<file path="config.mk">
export PLATFORM = sky130hd
export DESIGN_NAME = dml_mode_eq_regs
export DESIGN_NICKNAME = d
export VERILOG_FILES = /design/src/shared/dml_pkg.sv /design/src/hw/dml_err_counter.sv /design/src/hw/dml_mode_eq_regs.sv
export VERILOG_INCLUDE_DIRS = /design/src /design/src/shared
export SDC_FILE = /design/constraint.sdc
export NUM_CORES = 1
export LEC_CHECK = 0
export BUFFER_PORTS_ARGS = -buffer_cell sky130_fd_sc_hd__buf_4
export CAP_MARGIN = 20
export CORE_MARGIN = 4
export CORE_UTILIZATION = 48
export CTS_CLUSTER_SIZE = 28
export DETAILED_ROUTE_END_ITERATION = 6
export PLACE_DENSITY = 0.76
export SYNTH_ARGS = -nofsm -noshare
export SYNTH_HDL_FRONTEND = slang
export SYNTH_SLANG_ARGS = --single-unit
</file>
<file path="constraint.sdc">
create_clock -name CLK_I -period 1.6 [get_ports CLK_I]
set_clock_uncertainty 0.15 [all_clocks]
set_input_delay 0.16 -clock CLK_I [delete_from_list [all_inputs] [get_ports CLK_I]]
set_output_delay 0.16 -clock CLK_I [all_outputs]
set_load 0.01 [all_outputs]
</file>
<file path="src/shared/dml_params.svh">
`ifndef DML_PARAMS_SVH
`define DML_PARAMS_SVH

// Register offsets on the serial control bus.
`define DML_OFS_DUAL_RX_CTL     8'h34
`define DML_OFS_STRAP_STATUS    8'h37
`define DML_OFS_AUDIO_DIV       8'h3A
`define DML_OFS_EQUALIZER_SETTING_STATUS       8'h3B
`define DML_OFS_LINK_ERR        8'h41
`define DML_OFS_EQ_BYPASS       8'h44

// Strap decode status fields.
`define DML_BC_LATCHED_BIT      7
`define DML_BC_CODE_MSB         6
`define DML_BC_CODE_LSB         4
`define DML_OUT_LATCHED_BIT     3
`define DML_OUT_CODE_MSB        2
`define DML_OUT_CODE_LSB        0

// Audio divider fields.
`define DML_AUD_OV_BIT          7
`define DML_AUD_DIV_MSB         6
`define DML_AUD_DIV_LSB         4
`define DML_REF_OV_BIT          2
`define DML_REF_DIV_MSB         1
`define DML_REF_DIV_LSB         0
`define DML_AUD_DIV_RESET       8'h00

// Link error control fields.
`define DML_ERR_EN_BIT          4
`define DML_ERR_THR_MSB         3
`define DML_ERR_THR_LSB         0
`define DML_LINK_ERR_RESET      8'h03

// Port select and equalizer bypass fields.
`define DML_PORT0_SEL_BIT       0
`define DML_SECOND_PORT_SELECT_BIT       1
`define DML_DUAL_RX_RESET       8'h01
`define DML_EQ_BYPASS_RESET     8'h60
`define DML_EQ_OFF_BIT          0
`define DML_EQ_ST1_MSB          7
`define DML_EQ_ST1_LSB          5
`define DML_EQ_ST2_MSB          3
`define DML_EQ_ST2_LSB          1

`endif

</file>
<file path="src/shared/dml_pkg.sv">
package dml_pkg;

    // Back-channel strap decode: rate and cable.
    typedef enum logic [2:0]
    {
        DML_BC_5M_STP  = 3'h0,
        DML_BC_5M_COAX = 3'h1,
        DML_BC_20M_STP = 3'h2,
        DML_BC_20M_CX  = 3'h3,
        DML_BC_5M_STP2 = 3'h4,
        DML_BC_5M_CX2  = 3'h5,
        DML_BC_20M_ST2 = 3'h6,
        DML_BC_20M_CX2 = 3'h7
    } dml_bc_code_t;

    // Link lock state.
    typedef enum logic [1:0]
    {
        DML_UNLOCKED = 2'b01,
        DML_LOCKED   = 2'b10
    } dml_lock_state_t;

endpackage

</file>
<file path="src/hw/dml_err_counter.sv">
`timescale 1ns/1ps
`include "dml_params.svh"

module dml_err_counter
(
    input  wire logic       CLK_I,
    input  wire logic       RST_N_I,
    input  wire logic       clear_i,
    input  wire logic       count_en_i,
    input  wire logic       err_i,
    input  wire logic [3:0] thr_i,
    output logic            trip_o,
    output logic [3:0]      count_o
);
    import dml_pkg::*;

    logic [3:0] count_reg;
    logic [4:0] sum;

    // Saturating increment, trips when the sum reaches the threshold.
    assign sum     = {1'b0, count_reg} + 5'h01;
    assign trip_o  = err_i &&
                     (!count_en_i || sum >= {1'b0, thr_i});
    assign count_o = count_reg;

    // Accumulate errors; cleared on disable or lost lock.
    always_ff @(posedge CLK_I)
    begin
        if (!RST_N_I)
            count_reg <= 4'h0;
        else if (clear_i || !count_en_i)
            count_reg <= 4'h0;
        else if (err_i && sum < 5'h10)
            count_reg <= sum[3:0];
    end

endmodule // dml_err_counter

</file>
<file path="src/hw/dml_mode_eq_regs.sv">
`timescale 1ns/1ps
`include "dml_params.svh"

module dml_mode_eq_regs
(
    input  wire logic       CLK_I,
    input  wire logic       RST_N_I,
    input  wire logic       REG_WR_I,
    input  wire logic       REG_RD_I,
    input  wire logic [7:0] REG_ADDR_I,
    input  wire logic [7:0] REG_WDATA_I,
    output logic [7:0]      REG_RDATA_O,
    output logic            REG_RVALID_O,
    input  wire logic       BC_STRAP_VALID_I,
    input  wire logic [2:0] BC_STRAP_CODE_I,
    input  wire logic       OUT_STRAP_VALID_I,
    input  wire logic [2:0] OUT_STRAP_CODE_I,
    input  wire logic [2:0] AUTO_AUD_DIV_I,
    input  wire logic [1:0] AUTO_REF_DIV_I,
    output logic [2:0]      AUD_DIV_SEL_O,
    output logic [5:0]      AUD_DIV_RATIO_O,
    output logic [1:0]      REF_DIV_SEL_O,
    output logic [3:0]      REF_DIV_RATIO_O,
    input  wire logic [5:0] AEQ0_SETTING_I,
    input  wire logic [5:0] AEQ1_SETTING_I,
    output logic [5:0]      EQ0_APPLIED_O,
    output logic [5:0]      EQ1_APPLIED_O,
    output logic            AEQ0_ENABLE_O,
    output logic            AEQ1_ENABLE_O,
    input  wire logic       SYNC_GAIN_I,
    input  wire logic       CLK0_ERR_I,
    input  wire logic       CLK1_ERR_I,
    input  wire logic       DCB_ERR_I,
    output logic            LOCK_O
);
    import dml_pkg::*;

    ////////////////////////////////////////////////////////////////////////
    // Register state.
    logic [7:0]      strap_reg;
    logic [7:0]      aud_div_reg;
    logic [7:0]      link_err_reg;
    logic [7:0]      dual_rx_reg;
    logic [7:0]      byp0_reg;
    logic [7:0]      byp1_reg;
    logic [7:0]      rdata_reg;
    logic            rvalid_reg;
    logic [7:0]      rdata_next;
    dml_lock_state_t lock_reg;
    logic            second_port_select;
    logic            wr_link;
    logic            err_any;
    logic            trip;
    logic [3:0]      err_count;

    // Oscillator divide from the three-bit ratio code.
    function automatic logic [5:0] aud_ratio(input logic [2:0] code);
        case (code)
            3'h0:    aud_ratio = 6'h20;
            3'h1:    aud_ratio = 6'h10;
            3'h2:    aud_ratio = 6'h08;
            3'h3:    aud_ratio = 6'h04;
            3'h4,
            3'h5:    aud_ratio = 6'h02;
            default: aud_ratio = 6'h01;
        endcase
    endfunction

    // Equalizer setting from bypass register fields, stage two high.
    function automatic logic [5:0] eq_manual(input logic [7:0] byp);
        eq_manual = {byp[`DML_EQ_ST2_MSB:`DML_EQ_ST2_LSB],
                     byp[`DML_EQ_ST1_MSB:`DML_EQ_ST1_LSB]};
    endfunction

    assign second_port_select = dual_rx_reg[`DML_SECOND_PORT_SELECT_BIT];
    assign wr_link   = REG_WR_I && REG_ADDR_I == `DML_OFS_LINK_ERR;

    ////////////////////////////////////////////////////////////////////////
    // Strap capture: code and done flag latch once after reset.
    always_ff @(posedge CLK_I)
    begin
        if (!RST_N_I)
            strap_reg <= 8'h00;
        else
        begin
            if (BC_STRAP_VALID_I && !strap_reg[`DML_BC_LATCHED_BIT])
            begin
                strap_reg[`DML_BC_CODE_MSB:`DML_BC_CODE_LSB]
                    <= BC_STRAP_CODE_I;
                strap_reg[`DML_BC_LATCHED_BIT] <= 1'b1;
            end
            if (OUT_STRAP_VALID_I && !strap_reg[`DML_OUT_LATCHED_BIT])
            begin
                strap_reg[`DML_OUT_CODE_MSB:`DML_OUT_CODE_LSB]
                    <= OUT_STRAP_CODE_I;
                strap_reg[`DML_OUT_LATCHED_BIT] <= 1'b1;
            end
        end
    end

    ////////////////////////////////////////////////////////////////////////
    // Shared writable registers; bit 3 of the divider is reserved.
    always_ff @(posedge CLK_I)
    begin
        if (!RST_N_I)
        begin
            aud_div_reg  <= `DML_AUD_DIV_RESET;
            link_err_reg <= `DML_LINK_ERR_RESET;
            dual_rx_reg  <= `DML_DUAL_RX_RESET;
        end
        else if (REG_WR_I)
        begin
            if (REG_ADDR_I == `DML_OFS_AUDIO_DIV)
                aud_div_reg <= REG_WDATA_I & 8'hF7;
            if (wr_link)
                link_err_reg <= REG_WDATA_I & 8'h1F;
            if (REG_ADDR_I == `DML_OFS_DUAL_RX_CTL)
                dual_rx_reg <= REG_WDATA_I & 8'h03;
        end
    end

    ////////////////////////////////////////////////////////////////////////
    // Per-port bypass registers, steered by the port select bits.
    always_ff @(posedge CLK_I)
    begin
        if (!RST_N_I)
        begin
            byp0_reg <= `DML_EQ_BYPASS_RESET;
            byp1_reg <= `DML_EQ_BYPASS_RESET;
        end
        else if (REG_WR_I && REG_ADDR_I == `DML_OFS_EQ_BYPASS)
        begin
            if (second_port_select)
                byp1_reg <= REG_WDATA_I & 8'hEF;
            else if (dual_rx_reg[`DML_PORT0_SEL_BIT])
                byp0_reg <= REG_WDATA_I & 8'hEF;
        end
    end

    ////////////////////////////////////////////////////////////////////////
    // Divider selection with override or automatic choice.
    always_ff @(posedge CLK_I)
    begin
        if (!RST_N_I)
        begin
            AUD_DIV_SEL_O   <= 3'h0;
            AUD_DIV_RATIO_O <= 6'h20;
            REF_DIV_SEL_O   <= 2'h0;
            REF_DIV_RATIO_O <= 4'h1;
        end
        else
        begin
            if (aud_div_reg[`DML_AUD_OV_BIT])
            begin
                AUD_DIV_SEL_O   <= aud_div_reg[`DML_AUD_DIV_MSB:
                                               `DML_AUD_DIV_LSB];
                AUD_DIV_RATIO_O <= aud_ratio(aud_div_reg[`DML_AUD_DIV_MSB:
                                             `DML_AUD_DIV_LSB]);
            end
            else
            begin
                AUD_DIV_SEL_O   <= AUTO_AUD_DIV_I;
                AUD_DIV_RATIO_O <= aud_ratio(AUTO_AUD_DIV_I);
            end
            if (aud_div_reg[`DML_REF_OV_BIT])
            begin
                REF_DIV_SEL_O   <= aud_div_reg[`DML_REF_DIV_MSB:
                                               `DML_REF_DIV_LSB];
                REF_DIV_RATIO_O <= 4'h1 << aud_div_reg[`DML_REF_DIV_MSB:
                                   `DML_REF_DIV_LSB];
            end
            else
            begin
                REF_DIV_SEL_O   <= AUTO_REF_DIV_I;
                REF_DIV_RATIO_O <= 4'h1 << AUTO_REF_DIV_I;
            end
        end
    end

    ////////////////////////////////////////////////////////////////////////
    // Equalizer setting applied to each analog front end.
    always_ff @(posedge CLK_I)
    begin
        if (!RST_N_I)
        begin
            EQ0_APPLIED_O <= 6'h00;
            EQ1_APPLIED_O <= 6'h00;
        end
        else
        begin
            EQ0_APPLIED_O <= byp0_reg[`DML_EQ_OFF_BIT] ?
                             eq_manual(byp0_reg) : AEQ0_SETTING_I;
            EQ1_APPLIED_O <= byp1_reg[`DML_EQ_OFF_BIT] ?
                             eq_manual(byp1_reg) : AEQ1_SETTING_I;
        end
    end

    assign AEQ0_ENABLE_O = !byp0_reg[`DML_EQ_OFF_BIT];
    assign AEQ1_ENABLE_O = !byp1_reg[`DML_EQ_OFF_BIT];

    ////////////////////////////////////////////////////////////////////////
    // Link error monitor over both clocks and the balanced stream.
    assign err_any = CLK0_ERR_I || CLK1_ERR_I || DCB_ERR_I;

    dml_err_counter i_dml_err_counter
    (
        .CLK_I      (CLK_I),
        .RST_N_I    (RST_N_I),
        .clear_i    (lock_reg != DML_LOCKED),
        .count_en_i (link_err_reg[`DML_ERR_EN_BIT]),
        .err_i      (err_any && lock_reg == DML_LOCKED),
        .thr_i      (link_err_reg[`DML_ERR_THR_MSB:`DML_ERR_THR_LSB]),
        .trip_o     (trip),
        .count_o    (err_count)
    );

    // Lock state: gained on sync, dropped on counter trip.
    always_ff @(posedge CLK_I)
    begin
        if (!RST_N_I)
            lock_reg <= DML_UNLOCKED;
        else
        begin
            case (lock_reg)
                DML_UNLOCKED:
                    if (SYNC_GAIN_I)
                        lock_reg <= DML_LOCKED;
                DML_LOCKED:
                    if (trip)
                        lock_reg <= DML_UNLOCKED;
                default:
                    lock_reg <= DML_UNLOCKED;
            endcase
        end
    end

    assign LOCK_O = lock_reg == DML_LOCKED;

    ////////////////////////////////////////////////////////////////////////
    // Read mux; unmapped offsets read as zero.
    always_comb
    begin
        rdata_next = 8'h00;
        case (REG_ADDR_I)
            `DML_OFS_STRAP_STATUS: rdata_next = strap_reg;
            `DML_OFS_AUDIO_DIV:    rdata_next = aud_div_reg;
            `DML_OFS_EQUALIZER_SETTING_STATUS:
                rdata_next = {2'b00, second_port_select ?
                              EQ1_APPLIED_O : EQ0_APPLIED_O};
            `DML_OFS_LINK_ERR:     rdata_next = link_err_reg;
            `DML_OFS_DUAL_RX_CTL:  rdata_next = dual_rx_reg;
            `DML_OFS_EQ_BYPASS:
                rdata_next = second_port_select ? byp1_reg : byp0_reg;
            default:               rdata_next = 8'h00;
        endcase
    end

    // Registered read data, valid one cycle after the strobe.
    always_ff @(posedge CLK_I)
    begin
        if (!RST_N_I)
        begin
            rdata_reg  <= 8'h00;
            rvalid_reg <= 1'b0;
        end
        else
        begin
            rvalid_reg <= REG_RD_I;
            if (REG_RD_I)
                rdata_reg <= rdata_next;
        end
    end

    assign REG_RDATA_O  = rdata_reg;
    assign REG_RVALID_O = rvalid_reg;

endmodule // dml_mode_eq_regs

</file>
* Word level (Yosys, flattened, before mapping)
Cells that the tools add are included.
** Storage, ports and cells
- Register bits after elaboration :: 78
- Output and inout bits :: 39
- Word-level logic and storage cells :: 86
** Operators by class
- $add $sub $neg :: 1
- Magnitude comparators :: 2
- Equality and inequality tests :: 21
- Shifts and indexed selects :: 2
- Mux-type cells :: 14
- Bitwise logic cells :: 2
- Reduce and logical (&&, ||, !) cells :: 27
** Operators by type and width (count)
- 6-bit one-hot mux with 5 select lines :: 2
- 8-bit one-hot mux with 6 select lines :: 1
- 8-bit by 6-bit == test with 1-bit output (second input constant) :: 4
- 6-bit 2-to-1 mux :: 4
- 8-bit by 7-bit == test with 1-bit output (second input constant) :: 2
- 3-bit by 2-bit == test with 1-bit output (second input constant) :: 4
- 3-bit == test (second input constant) :: 4
- 2-bit AND reduction :: 5
- 8-bit 2-to-1 mux :: 1
- 1-bit by 2-bit left shift with 4-bit output (first input constant) :: 2
- 1-bit logical AND :: 7
- 3-bit by 1-bit == test with 1-bit output (second input constant) :: 2
- 3-bit logical NOT :: 2
- 2-bit 2-to-1 mux :: 3
- 2-bit OR reduction :: 3
- 4-bit by 1-bit adder with 5-bit output (second input constant) :: 1
- 5-bit by 4-bit greater-or-equal comparator with 1-bit output :: 1
- 1-bit logical NOT :: 5
- 5-bit less-than comparator (second input constant) :: 1
- 1-bit logical OR :: 4
- 4-bit 2-to-1 mux :: 1
- 2-bit inequality test (second input constant) :: 2
- 2-bit one-hot mux with 2 select lines :: 1
- 3-bit 2-to-1 mux :: 1
- other kinds (5) :: 6

* Longest topological paths before layout
- Depth after elaboration :: 6
- Depth in mapped cells :: 6
- Mapped depth without buffers :: 6

* Hierarchy
A second synthesis with hierarchy kept.
** Second synthesis, totals
- Cell total of the unflattened synthesis :: 379
- Area, all modules :: 3593.4 µm²
** By module, submodules not included
- dml_mode_eq_regs :: times used 1, cells each 340, area each 3275.6 µm²
- dml_err_counter :: times used 1, cells each 39, area each 317.8 µm²

* Least setup slack after synthesis
No wires, ideal clock.
- Path type :: register to register
- Start :: register i_dml_err_counter.count_reg[0], in the netlist i_dml_err_counter.count_o[0]
- End :: register lock_reg[1]
- Arrival time :: 1480 ps
- Required time :: 1334 ps
- Setup slack :: -146 ps
- Cell stages (with the launch flop) :: 7
- Buffers on the path :: 0
- Cell sequence :: dfxtp_1 -> ha_1 -> xor2_1 -> ha_1 -> o21ai_0 -> o2111a_1 -> o211a_1
** On the way
- Cells in the longest elaborated chain, start to end :: 6
** Ends and longest elaborated chain
- start, declared :: line dml_err_counter.sv:17 : logic [3:0] count_reg;
- start signal, assigned :: line dml_err_counter.sv:34 : count_reg <= sum[3:0];
- 4-bit by 1-bit adder with 5-bit output :: line dml_err_counter.sv:21 : assign sum = {1'b0, count_reg} + 5'h01;
- via i_dml_err_counter.sum[2] :: line dml_err_counter.sv:18 : logic [4:0] sum;
- 5-bit by 4-bit greater-or-equal comparator with 1-bit output :: line dml_err_counter.sv:23 : (!count_en_i || sum >= {1'b0, thr_i});
- 1-bit logical OR :: line dml_err_counter.sv:23
- 1-bit logical AND :: line dml_err_counter.sv:22 : assign trip_o = err_i &&
- 2-bit by 1-bit inequality test with 1-bit output (no line)
- 2-bit AND reduction (no line)
- end signal, assigned :: line dml_mode_eq_regs.sv:221 : lock_reg <= DML_UNLOCKED;
- end signal, assigned :: line dml_mode_eq_regs.sv:227 : lock_reg <= DML_LOCKED;
- end signal, assigned :: line dml_mode_eq_regs.sv:230 : lock_reg <= DML_UNLOCKED;
- end, declared :: line dml_mode_eq_regs.sv:49 : dml_lock_state_t lock_reg;
The timed path passes the listed nets, and every way through them passes these cells.
A chain may end at the register's enable or synchronous reset.

* Worst setup path after layout
Same ends and word-level chain as after synthesis.

==> impl_metrics.tcl <==
set metrics [dict create \
    hp-class "input pin to register" \
    cap_violations 0 \
    vias_per_cell 5.367 \
    min_period_over_period_pct 106.6 \
    synth.area.top_cells "dfxtp_1 (44%), mux2i_1 (15%), nor2_1 (6.2%)" \
    startpoint_type "register" \
    max_stage_delay_ns 0.37 \
    fin_nets 560 \
    cts.reportedPaths.clkPinSlew_ns 0.07 \
    worstMarginPinSlew_ns 0.4342 \
    htreeDepth 3 \
    relSlewSlack_pct 70.93 \
    rsz0062_at_grt "true" \
    async_flop_share_pct 0 \
    synthAdderAreaFrac_pct 1.752 \
    path_max_fanout 4 \
    crit_chain "ha_4, xor2_1, ha_1, o21ai_1, o2111a_1, o211a_1" \
    path_delay_family "compound AO/OA/AOI/OAI gates" \
    drive_gt1_share_pct 31.51 \
    port_buffers 87 \
    synth_ff_type "dfxtp_1" \
    tns_ns -0.1725 \
    synth-xor-area-share_pct 0.9811 \
    grt_start_max_net_pins 24 \
    synth_nets 424 \
    wirelength_um 9789 \
    syn_avg_cell_area_um2 9.651 \
    cts_sinks 78 \
    clock_latency_ns 0.35 \
    synth.cell_area_um2 3571 \
    postRouteAntennaNets 0 \
    initial_core_util_pct 49.23 \
    yosysMostFrequentCell "dfxtp_1" \
    root_buffer "clkbuf_8" \
    synth-simple-area-share_pct 20.50 \
    p_leak_nw 2.304 \
    cp.arrival_ns 1.80 \
    synth.top_cell.area_share_pct 43.73 \
    ys_seq_area_share_pct 43.73 \
    grt_pass1_wl_um 15200 \
    chipWidth_um 94.25 \
    place_hpwl_um 7151 \
    vias 3274 \
    synth_top_area_cell "dfxtp_1" \
    drtPass1Iterations 5 \
    antenna_found_initial 0 \
    numCtsBuffers 9 \
    synthMuxAreaShare_pct 17.94 \
    gp_congestion 0.8830 \
    critPathBufInv 0 \
    num_io_pins 88 \
    violations "setup timing" \
    synth_compound_area_share_pct 11.28 \
    drt-initial-drc-count 211 \
    critical_path_class "register to register" \
    dieArea_um2 8883 \
    cts_buffer_depth 2 \
    cts_tree "yes" \
    end_kind "register" \
    ys_seq_elements 78 \
    die_h_um 94.25 \
    total_power_mw 4.066 \
    setup_viol 2 \
    synth_top_family_by_area "simple AND/OR/NAND/NOR gates" \
    ir_drop_uv 465.4 \
    finalWorstSetupSlack_ns -0.1052 \
    antenna_cells 0 \
    synth-edff-count 0 \
    routedWlPerCell_um 16.05 \
    grt_use_total_pct 22.44 \
    worstPathRequired_ns 1.69 \
    synthCells 370 \
    synthToLayoutAreaGrowth_pct 43.10 \
    synth_common_cells "dfxtp_1 (78), nor2_1 (59), mux2i_1 (55)" \
    num_rows 31 \
    yosys_warnings 0 \
    finalMaxSlewViolations 0 \
    outcome "complete, but fails checks" \
    grt_pass1_vias 3085 \
    fmax_ghz 0.5864 \
    cellPowerDensity_nw_per_um2 795.6 \
    route.detailed.drc 0 \
    critical-path-slowest-cell "dfxtp_4" \
    synth.distinct_cells 52 \
    grt_overflow 0 \
    min_period_ns 1.705 \
    hold_viol 0 \
    core_um2 7253 \
]
-- worst min-delay path, delay by kind of cell --
kind | cells | cell delay (ns)
and+or+nand+nor | 1 | 0.06
buffers and inverters | 1 | 0.11
AOI/OAI and AO/OA | 2 | 0.15
-- cell type report --
type	count	area (µm²)
multi-input combinational	260	1937
inverter	10	37.54
fill	548	2143
clock inverter	3	41.29
clock buffer	13	158.9
tap	99	123.9
timing repair buffer	147	1240
sequential	78	1572
-- placed cells by master, fill, tap and decap left out, types with 4 or more instances in the layout --
master and count:
nor2b_1 8, o21ai_0 8, nor2_1 59, mux2i_1 54, buf_4 107, a22o_1 4, nand3_1 8, dlygate4sd3_1 35
a31oi_1 9, nand4_1 4, clkbuf_8 11, a21oi_1 9, nand2_1 12, nand2b_1 5, inv_1 9, dfxtp_1 74
mux2_2 7, o2bb2ai_1 4, and2_1 5
-- cells by family (layout without fill, tap and decap cells) --
kind of cell | Yosys count | in the layout
simple gates | 129 | 129
flops | 78 | 78
mux | 63 | 63
compound gates | 59 | 59
buf+inv | 32 | 173
fa+ha+maj | 5 | 5
xor+xnor | 4 | 4
-- power breakdown --
part | total, mW | switching [mW] | internal (mW)
clock | 1.50 | 0.697 | 0.806
sequential | 2.03 | 0.0348 | 2.00
combinational | 0.528 | 0.239 | 0.289
total | 4.07 | 0.971 | 3.09
-- per-layer routing --
layer / GRT usage (%) / vias up / part of all wire, %
met1: 27.97 / 1561 / 43
met2: 38.48 / 114 / 49
met4: 8.785 / 0 / 1.5
met5: 0 / - / 0
met3: 3.686 / 12 / 6.4
li1: - / 1587 / -
-- metrics by stage --
stage	setup WS, ns	hold WS [ns]	instances	cell area, µm²	util (%)
after floorplan	-0.05665	0.1258	370	3587	-
after global placement	-0.07347	0.2218	558	4483	61.81
after detailed placement	-0.1445	0.2408	558	4483	61.81
after CTS	-0.07521	0.001170	609	5056	69.71
after global routing	-0.1611	0.04044	610	5110	70.45
final	-0.1052	0.01742	610	5110	70.45
-- path summary, 6_finish.rpt --
path / from / to / slack, ns / cells past startpoint
worst max-delay path: i_dml_err_counter.count_o[0] / lock_reg[1] / -0.11 / 6
worst min-delay path: SYNC_GAIN_I / lock_reg[0] / 0.02 / 4
worst max register to register: i_dml_err_counter.count_o[0] / lock_reg[1] / -0.11 / 6
worst min register to register: byp1_reg[6] / byp1_reg[6] / 0.36 / 2
-- repair_timing --
action	4_1_cts	5_1_grt
endpoints found under the hold margin	57	0
hold buffers	35	0
setup endpoints to repair	5	10
pin swaps	2	5
resized for setup	7	11
buffers inserted	0	1
No activity file was read; power rests on OpenSTA's default activity.
